## src/psfs_pkg.sv

```systemverilog
// Purpose: Shared constants and types for the power switch fault supervisor
// Assumes: 50 MHz ref_clk, all pin-level inputs already synchronous
// Notes: Register map is reached over AHB-Lite
package psfs_pkg;
  localparam logic [7:0] ADDR_CTRL = 8'h00;
  localparam logic [7:0] ADDR_STATUS = 8'h04;
  localparam logic [7:0] ADDR_DRIVE = 8'h08;
  localparam int CLK_MHZ = 50;
  localparam int SC_RESET_US = 100;
  localparam int SC_RESET_CYC = SC_RESET_US * CLK_MHZ;
  localparam int SLOW_OFF_NS = 200;
  localparam int SLOW_OFF_CYC = (SLOW_OFF_NS * CLK_MHZ + 999) / 1000;
  localparam int STARTUP_NS = 1000;
  localparam int STARTUP_CYC = (STARTUP_NS * CLK_MHZ + 999) / 1000;
  localparam int FILT_CYC = 1024;
  localparam logic [15:0] CNT_ONE = 16'h0001;
  localparam logic [15:0] CNT_ZERO = 16'h0000;
  localparam logic [1:0] SLEW_EXT = 2'h0;
  localparam logic [1:0] SLEW_150 = 2'h1;
  localparam logic [1:0] SLEW_100 = 2'h2;
  localparam logic [1:0] HTRANS_NONSEQ = 2'h2;
  typedef enum logic [2:0] {
    ST_START, ST_RUN, ST_CYCLE_OFF, ST_SHORT_OFF, ST_DIODE_EMU, ST_DRV_HOT, ST_SUPPLY_UNDERVOLTAGE_LOCK
  } psfs_state_e;
endpackage : psfs_pkg

```

## src/psfs_top.sv

```systemverilog
// Purpose: Protection and fault reporting logic of a power switch with gate driver
// Assumes: Comparator and pin inputs synchronous to ref_clk; AHB-Lite single word transfers
// Notes: Outputs are all registered; software may read status and set a combined-report mode
//
// The register addresses and the AHB-Lite slave port are this design's own decisions.
`timescale 1ns/100ps
module psfs_top #(
  parameter int SC_RESET_CYCLES = psfs_pkg::SC_RESET_CYC // Latch reset hold time
) (
  input wire logic ref_clk, // 50 MHz clock
  input wire logic rst, // Async reset, active high
  input wire logic switch_cmd, // Switch command from controller
  input wire logic over_current, // Drain current above cycle limit
  input wire logic short_current, // Drain current above short limit
  input wire logic reverse_current, // Third-quadrant current sensed
  input wire logic die_hot, // Die sensor above trip (hysteretic)
  input wire logic driver_hot, // Driver sensor above trip (hysteretic)
  input wire logic supply_low, // Supply below lockout threshold
  input wire logic bias_below_9v, // Bias under 9 V
  input wire logic series_fet_on, // Series transistor is on
  input wire logic drv_pin_open, // Drive pin seen open
  input wire logic drv_pin_gnd, // Drive pin shorted to ground
  input wire logic drv_pin_rail, // Drive pin shorted to 5 V rail
  input wire logic current_fault_in, // Level on current fault pin
  input wire logic hsel, // AHB select
  input wire logic [31:0] haddr, // AHB address
  input wire logic [1:0] htrans, // AHB transfer type
  input wire logic hwrite, // AHB write
  input wire logic [2:0] hsize, // AHB size
  input wire logic [31:0] hwdata, // AHB write data
  input wire logic hready, // AHB bus ready
  output logic [31:0] hrdata, // AHB read data
  output logic hreadyout, // AHB slave ready
  output logic hresp, // AHB response, always OKAY
  output logic gate_on, // Switch gate command
  output logic slow_turnoff, // Slowed turn-off drive
  output logic aux_5v_regulator_en, // Aux regulator enable
  output logic negative_gate_rail_en, // Negative rail converter enable
  output logic [1:0] slew_sel, // Turn-on slew selection
  output logic freq_limit, // Reduced max switching frequency
  output logic temp_force_high, // Force temperature output high
  output logic general_fault_n, // General fault, active low
  output logic current_fault_n, // Current fault, active low
  output logic current_fault_oe // Current fault pin drive enable
);
  typedef struct packed {
    psfs_pkg::psfs_state_e st;
    logic [15:0] cnt;
    logic [15:0] filt;
    logic [1:0] slew;
    logic rail_locked;
    logic checked;
    logic merged;
    logic merge_sw;
    logic sc_held;
    logic [15:0] slow_cnt;
    logic rdy;
    logic resp;
    logic ap_wr;
    logic ap_act;
    logic [7:0] ap_addr;
    logic [31:0] rdata;
    logic gate;
    logic slow;
    logic aux_en;
    logic neg_en;
    logic flim;
    logic thot;
    logic gf_n;
    logic cf_n;
    logic cf_oe;
  } psfs_state_s;

  psfs_state_s s_q, s_d;

  // Status word shows state, flags and slew
  function automatic logic [31:0] status_word(input psfs_state_s s);
    status_word = {21'h000000, s.merged, s.rail_locked, s.slew, s.cf_n, s.gf_n, s.gate,
                   1'b0, s.st};
  endfunction : status_word

  // Main next-state logic; protection acts regardless of pin readback
  always_comb begin
    s_d = s_q;
    s_d.slow = 1'b0;
    s_d.flim = bias_below_9v;
    s_d.thot = die_hot | driver_hot;
    // Fault state machine, priority from most severe down
    unique case (s_q.st)
      psfs_pkg::ST_START: begin
        if (series_fet_on && !supply_low) begin
          s_d.st = psfs_pkg::ST_RUN;
        end
      end
      default: begin
        if (supply_low) begin
          s_d.st = psfs_pkg::ST_SUPPLY_UNDERVOLTAGE_LOCK;
        end else if (driver_hot) begin
          s_d.st = psfs_pkg::ST_DRV_HOT;
        end else if (s_q.sc_held) begin
          // Long command low releases the latch; a latch that outlived a
          // driver overheat picks up here instead of falling back to run
          s_d.st = psfs_pkg::ST_SHORT_OFF;
          if (switch_cmd) begin
            s_d.cnt = psfs_pkg::CNT_ZERO;
          end else if (s_q.cnt >= 16'(SC_RESET_CYCLES - 1)) begin
            s_d.st = psfs_pkg::ST_RUN;
            s_d.cnt = psfs_pkg::CNT_ZERO;
          end else begin
            s_d.cnt = s_q.cnt + psfs_pkg::CNT_ONE;
          end
        end else if (short_current) begin
          s_d.st = psfs_pkg::ST_SHORT_OFF;
          s_d.cnt = psfs_pkg::CNT_ZERO;
        end else if (die_hot) begin
          s_d.st = psfs_pkg::ST_DIODE_EMU;
        end else if (s_q.st == psfs_pkg::ST_CYCLE_OFF) begin
          if (!switch_cmd) begin
            s_d.st = psfs_pkg::ST_RUN;
          end
        end else if (over_current && switch_cmd) begin
          s_d.st = psfs_pkg::ST_CYCLE_OFF;
        end else begin
          s_d.st = psfs_pkg::ST_RUN;
        end
      end
    endcase
    if (s_d.st == psfs_pkg::ST_SHORT_OFF && s_q.st != psfs_pkg::ST_SHORT_OFF) begin
      s_d.cnt = psfs_pkg::CNT_ZERO;
    end
    // The latch outlives a driver overheat; only undervoltage or release clears it
    s_d.sc_held = (s_d.st == psfs_pkg::ST_SHORT_OFF)
                  || (s_q.sc_held && s_d.st == psfs_pkg::ST_DRV_HOT);
    // Slow turn-off drive for a fixed time after a fresh short; re-entry after a
    // driver overheat does not restart it, the switch is already off by then
    if (s_d.st == psfs_pkg::ST_SHORT_OFF && !s_q.sc_held) begin
      s_d.slow_cnt = 16'(psfs_pkg::SLOW_OFF_CYC);
    end else if (s_q.slow_cnt != psfs_pkg::CNT_ZERO) begin
      s_d.slow_cnt = s_q.slow_cnt - psfs_pkg::CNT_ONE;
    end
    s_d.slow = (s_d.slow_cnt != psfs_pkg::CNT_ZERO)
               && (s_d.st == psfs_pkg::ST_SHORT_OFF);
    // Gate and rail drive per next state; no fault pin readback enters here
    s_d.aux_en = (s_d.st != psfs_pkg::ST_DRV_HOT);
    s_d.neg_en = (s_d.st != psfs_pkg::ST_DRV_HOT);
    unique case (s_d.st)
      psfs_pkg::ST_RUN: s_d.gate = switch_cmd;
      psfs_pkg::ST_DIODE_EMU: s_d.gate = reverse_current;
      default: s_d.gate = 1'b0;
    endcase
    // Combined-report strap caught once on the first clock of start-up, not under reset
    if (s_q.st == psfs_pkg::ST_START && !s_q.merge_sw) begin
      s_d.merge_sw = 1'b1;
      s_d.merged = !current_fault_in;
    end
    // Drive pin: rail short checked once, else slow filter on changes
    if (!s_q.checked) begin
      s_d.checked = 1'b1;
      s_d.rail_locked = drv_pin_rail;
      s_d.slew = drv_pin_rail ? psfs_pkg::SLEW_100 : (drv_pin_gnd ? psfs_pkg::SLEW_150
                                                     : psfs_pkg::SLEW_EXT);
    end else if (!s_q.rail_locked) begin
      if ((drv_pin_gnd ? psfs_pkg::SLEW_150 : psfs_pkg::SLEW_EXT) == s_q.slew) begin
        s_d.filt = psfs_pkg::CNT_ZERO;
      end else if (s_q.filt >= 16'(psfs_pkg::FILT_CYC - 1)) begin
        s_d.slew = drv_pin_gnd ? psfs_pkg::SLEW_150 : psfs_pkg::SLEW_EXT;
        s_d.filt = psfs_pkg::CNT_ZERO;
      end else begin
        s_d.filt = s_q.filt + psfs_pkg::CNT_ONE;
      end
    end
    // Fault pin encoding; short outranks overcurrent
    unique case (s_d.st)
      psfs_pkg::ST_SHORT_OFF: begin
        s_d.gf_n = 1'b0;
        s_d.cf_n = 1'b0;
      end
      psfs_pkg::ST_CYCLE_OFF: begin
        s_d.gf_n = s_q.merged ? 1'b0 : 1'b1;
        s_d.cf_n = 1'b0;
      end
      psfs_pkg::ST_RUN: begin
        s_d.gf_n = !drv_pin_open;
        s_d.cf_n = 1'b1;
      end
      default: begin
        s_d.gf_n = 1'b0;
        s_d.cf_n = 1'b1;
      end
    endcase
    s_d.cf_oe = !s_d.merged;
    // AHB-Lite slave: zero-wait, address phase captured when ready
    s_d.rdy = 1'b1; // Zero wait states, so the bus never stalls
    s_d.resp = 1'b0;
    if (hready) begin
      s_d.ap_act = hsel && (htrans == psfs_pkg::HTRANS_NONSEQ);
      s_d.ap_wr = hwrite;
      s_d.ap_addr = haddr[7:0];
    end
    s_d.rdata = 32'h00000000;
    if (hready && hsel && htrans == psfs_pkg::HTRANS_NONSEQ && !hwrite) begin
      unique case (haddr[7:0])
        psfs_pkg::ADDR_CTRL: s_d.rdata = {31'h00000000, s_q.merged};
        psfs_pkg::ADDR_STATUS: s_d.rdata = status_word(s_q);
        psfs_pkg::ADDR_DRIVE: s_d.rdata = {30'h00000000, s_q.slew};
        default: s_d.rdata = 32'h00000000;
      endcase
    end
    if (s_q.ap_act && s_q.ap_wr && s_q.ap_addr == psfs_pkg::ADDR_CTRL) begin
      s_d.merged = hwdata[0]; // Software override of combined report
    end
  end

  // Single state register
  always_ff @(posedge ref_clk or posedge rst) begin
    if (rst) begin
      s_q <= '0;
      s_q.st <= psfs_pkg::ST_START;
      s_q.aux_en <= 1'b1;
      s_q.neg_en <= 1'b1;
      s_q.cf_n <= 1'b1;
      s_q.cf_oe <= 1'b1;
      s_q.rdy <= 1'b1;
    end else begin
      s_q <= s_d;
    end
  end

  assign hrdata = s_q.rdata;
  assign hreadyout = s_q.rdy;
  assign hresp = s_q.resp;
  assign gate_on = s_q.gate;
  assign slow_turnoff = s_q.slow;
  assign aux_5v_regulator_en = s_q.aux_en;
  assign negative_gate_rail_en = s_q.neg_en;
  assign slew_sel = s_q.slew;
  assign freq_limit = s_q.flim;
  assign temp_force_high = s_q.thot;
  assign general_fault_n = s_q.gf_n;
  assign current_fault_n = s_q.cf_n;
  assign current_fault_oe = s_q.cf_oe;

  // The slowed drive is a bounded pulse, not a standing state
  localparam int SLOW_SPAN = psfs_pkg::SLOW_OFF_CYC;
endmodule : psfs_top

```

## config.mk

```make
export PLATFORM = sky130hd
export DESIGN_NAME = psfs_top
export DESIGN_NICKNAME = d
export VERILOG_FILES = /design/src/psfs_pkg.sv /design/src/psfs_top.sv
export SDC_FILE = /design/constraint.sdc
export NUM_CORES = 1
export LEC_CHECK = 0
export BUFFER_PORTS_ARGS = -buffer_cell sky130_fd_sc_hd__clkbuf_2
export CAP_MARGIN = 10
export CELL_PAD_IN_SITES_DETAIL_PLACEMENT = 1
export CELL_PAD_IN_SITES_GLOBAL_PLACEMENT = 1
export CORE_UTILIZATION = 40
export CTS_CLUSTER_DIAMETER = 80
export CTS_CLUSTER_SIZE = 25
export DETAILED_ROUTE_END_ITERATION = 6
export GPL_ROUTABILITY_DRIVEN = 0
export PLACE_DENSITY = 0.88
export SYNTH_ARGS = -nofsm -noshare
export SYNTH_HDL_FRONTEND = slang
export SYNTH_SLANG_ARGS = --single-unit
```

## constraint.sdc

```tcl
create_clock -name ref_clk -period 7.02 [get_ports ref_clk]
set_input_delay 1.053 -clock ref_clk [delete_from_list [all_inputs] [get_ports ref_clk]]
set_output_delay 1.053 -clock ref_clk [all_outputs]
set_load 0.01 [all_outputs]
```

Word level (Yosys, flattened, before mapping)
Cells that the tools add are included.

Input port bits: 87. Output and inout port bits: 45. Bits in registers: 108.

Mux-type cells: 36. $lt $le $gt $ge: 2. Bitwise operators: 2. Reduce and logical (&&, ||, !) cells: 30. Add/sub/neg operators: 3. Eq/ne operators: 18.

Operators by type and width (count): $mux W16 (11); $pmux W11 S3 (1); $add A16 B1 Y16 const B (2); $reduce_bool A16 Y1 (2); $mux W3 (9); $mux W19 (1); $ge A16 B10 Y1 const B (1); $ge A16 B13 Y1 const B (1); $logic_not A8 Y1 (2); $mux W2 (8); $sub A16 B1 Y16 const B (1); $logic_and A1 B1 Y1 (13); $mux W11 (1); $eq A3 B2 Y1 const B (3); $eq A8 B3 Y1 const B (1); $eq A8 B4 Y1 const B (1); $logic_not A1 Y1 (7); $eq A3 B3 Y1 const B (2); $ne A2 B1 Y1 const B (3); $ne A2 B2 Y1 const B (3); $pmux W2 S3 (1); $reduce_and A4 Y1 (1); $eq A3 B1 Y1 const B (1); $logic_not A3 Y1 (1); other kinds (12) (14).

Longest topological paths before layout
Word-level depth: 14. Gate-level depth with buffers: 8.

Least setup slack after synthesis
OpenSTA, ideal clock, no wires.

Path type: in2reg. Start: in over_current. End: reg s_q[100] (netlist name). Data required time: 6881 ps. Stages on the path: 7. Arrival: 2295 ps. Setup time: 139 ps. Slack: 4586 ps. Cells stage by stage: o21bai_1 > a21o_1 > a31oi_2 > and4_1 > buf_2 > buf_2 > a22oi_1.

RTL lines: start, declared (RTL line psfs_top.sv:13) `input wire logic over_current,`; end, declared (RTL line psfs_top.sv:74) `psfs_state_s s_q, s_d;`.

==> metrics.md <==
| Metric | Value |
|---|---|
| Crit. End Element | flip-flop |
| Min Clock Period, post-route | 2.66 ns |
| Max rail drop VDD | 0.000139 V |
| Class of the most critical setup path | in -> reg |
| Hpwl dp | 7690 µm |
| Worst Tran Pin Value | 1.08 ns |
| Switching pwr | 0.529 mW |
| First-pass DRT Iterations | 4 |
| Post-synthesis instance area | 4590 µm² |
| Synth top area share | 45.3% |
| CTS root buf | clkbuf_16 |
| Residual DRC | 0 |
| Peak Freq | 376 MHz |
| Clock sinks | 86 |
| Largest net degree at the start of global routing | 87 |
| Starting density of the core | 41.8% |
| First-pass GRT wire length | 18100 µm |
| Iteration-0 DRC Markers | 191 |
| Reg clk slew, reported paths | 0.07 ns |
| Comb power frac | 24.6% |
| Total GRT Usage | 19.7% |
| Synth-to-Final Area Change | 11.7% |
| Post-Route WL | 11000 µm |
| Worst-Skew Late Latency | 0.33 ns |
| Chip height | 109 µm |
| Hold Vio Cnt, Final | 0 |
| I/O Buffers | 49 |
| Number of synthesized flops with an enable pin | 0 |
| Final period utilization | 37.8% |
| Clock power frac | 33.5% |
| Post-CTS setup buffers | 0 |
| CTS Buf Count | 9 |
| Gate count of the mapped netlist | 459 |
| CTS Hold Bufs | 0 |
| Top cells by area, synth | dfrtp_1 (45%), buf_4 (6.1%), nor2_1 (3.3%) |
| Req. time, crit path | 7.28 ns |
| Nets | 584 |
| Maxcap violations | 0 |
| Worst hold path class | reg -> reg |
| Total grt overflow | 0 |
| Worst EP arrival | 2.92 ns |
| H-tree levels | 3 |
| Yosys warnings | 0 |
| Worst-case clock buffer depth | 2 |
| Final Instance Area | 5120 µm² |
| TritonCTS clock tree | done |
| Initial antenna violation count | 0 |
| Most frequent cells in the layout | dfrtp_1 (83), clkbuf_2 (49), nor2_1 (40) |
| Syn_area_per_cell | 9.99 µm² |
| Util after Layout | 46.6% |
| Number of global-route vias before repair | 3676 |
| Startpoint Class | input pin |
| Prevailing post-synth register cell | dfrtp_1 |
| Core area | 11000 µm² |
| Clk_skew | 0.0100 ns |
| Row count | 38 |
| Power Internal | 1.04 mW |
| Commonest non-fill, non-tap cell in the layout | dfrtp_1 |
| Antenna Nets Post-Route | 0 |
| Die area | 11900 µm² |
| Max-slew headroom | 27.7% |
| ANT cells | 0 |
| Top Ports | 132 |
| Sw Ratio | 33.8% |
| CP max FO | 11 |
| Vias per cell | 5.54 |
| Post-CTS Resized | 0 |
| Setup-failing EPs final | 0 |
| Total negative slack | 0 ns |
| Sequential fraction of the synthesis area | 47.0% |
| Drt wl/cell | 17.2 µm |
| Routed via count | 3534 |
| Outcome | finished clean |
| Die W | 109 µm |
| RSZ-0062 raised after global routing | false |
| Reg power frac | 41.9% |
| Filler cells | 1239 |
| Largest Register | s_q |
| Cell Pwr Density | 306 nW/µm² |
| Synth async-reset ratio | 100% |
| Leakage | 2.38 nW |
| Post-DP Area | 4790 µm² |
| Yosys top cell by area | dfrtp_1 |
| Unique cell type count in the Yosys netlist | 60 |
| Share of cells above drive strength 1 | 18.7% |
| Post-synthesis register bit count | 86 |
| Number of flip-flops in the largest register | 66 |
| Final Max Tran Viols | 0 |
-- cells by family (layout without fill, tap and decap cells) --
family,after synthesis,after routing,synth area share [%]
flip-flops,86,86,47.0
AO/OA/AOI/OAI,76,76,11.7
buffers and inverters,61,77,8.08
multiplexers,15,15,3.57
AND/OR/NAND/NOR,198,198,25.2
other,2,25,0.164
XOR/XNOR,17,17,3.25
adder cells (fa/ha/maj),4,4,1.09
-- critical path, cell delays in order --
cell and delay [ns]:
clkbuf_2 0.24, nor4b_1 0.26, nand3_1 0.19, nor3b_1 0.91, and2_1 0.25
-- area by class of cell --
class                      count  area, µm²  share of cell area (%)
multi-input combinational    335       2170                    42.3
timing repair buffer          50        253                    4.94
tap                          140        175                    3.42
inverter                      11       42.5                   0.831
clock buffer                   9        225                    4.40
sequential                    86       2160                    42.1
clock inverter                 7        103                    2.00
-- power by group through the flow --
| stage | registers [mW] | logic (mW) | clock network [mW] |
|---|---|---|---|
| final | 0.656 | 0.385 | 0.525 |
| after global routing | 0.667 | 0.427 | 0.554 |
| after CTS | 0.655 | 0.389 | 0.535 |
| after detailed placement | 0.661 | 0.378 | 0 |
| after global placement | 0.656 | 0.353 | 0 |
| after floorplan | 0.641 | 0.297 | 0 |
-- cells in the mapped netlist (4+ instances only) --
| cell type | n |
|---|---|
| a21o_1 | 4 |
| nor2b_1 | 6 |
| buf_4 | 37 |
| a31oi_1 | 4 |
| nand2_1 | 31 |
| o21ai_1 | 9 |
| and2_1 | 14 |
| mux2i_1 | 4 |
| nor3_1 | 12 |
| a211oi_1 | 4 |
| o21ai_0 | 7 |
| nand4b_1 | 8 |
| dfrtp_1 | 83 |
| inv_1 | 11 |
| or4_1 | 4 |
| nand2b_1 | 8 |
| nand4_1 | 9 |
| mux2_2 | 10 |
| nand3b_1 | 5 |
| nand3_1 | 14 |
| or2_2 | 4 |
| a21oi_1 | 10 |
| a22oi_1 | 12 |
| ha_1 | 4 |
| xnor2_1 | 8 |
| xor2_1 | 9 |
| nor4_1 | 18 |
| nor2_1 | 40 |
| clkbuf_1 | 11 |
| and4_1 | 5 |
-- layer usage --
metal,vias to the layer above,GRT usage [%],part of all wire (%)
li1,1672,-,-
met1,1777,24.8,44
met2,81,34.9,52
met3,4,2.81,3.9
met4,0,5.21,0.46
met5,-,0,0
-- worst paths after layout --
check,from,slack (ns),cells past startpoint,to
min in group asynchronous,rst,1.02,3,s_q[66]
max in group asynchronous,rst,5.28,3,s_q[49]
hold reg to reg,gate_on,0.50,1,hrdata[4]
hold / removal,gate_on,0.50,1,hrdata[4]
setup reg to reg,s_q[108],4.43,5,s_q[100]
setup / recovery,hready,4.36,5,hrdata[2]
-- through the flow --
stage / setup WS, ns / std cells / hold slack [ns] / power, mW
2_1_floorplan: 3.75 / 482 / 0.440 / 0.938
3_3_place_gp: 4.14 / 622 / 0.454 / 1.01
3_5_place_dp: 4.08 / 622 / 0.474 / 1.04
4_1_cts: 4.39 / 638 / 0.494 / 1.58
5_1_grt: 4.23 / 638 / 0.521 / 1.65
6_report: 4.36 / 638 / 0.499 / 1.57
No activity file was read; power rests on OpenSTA's default activity.
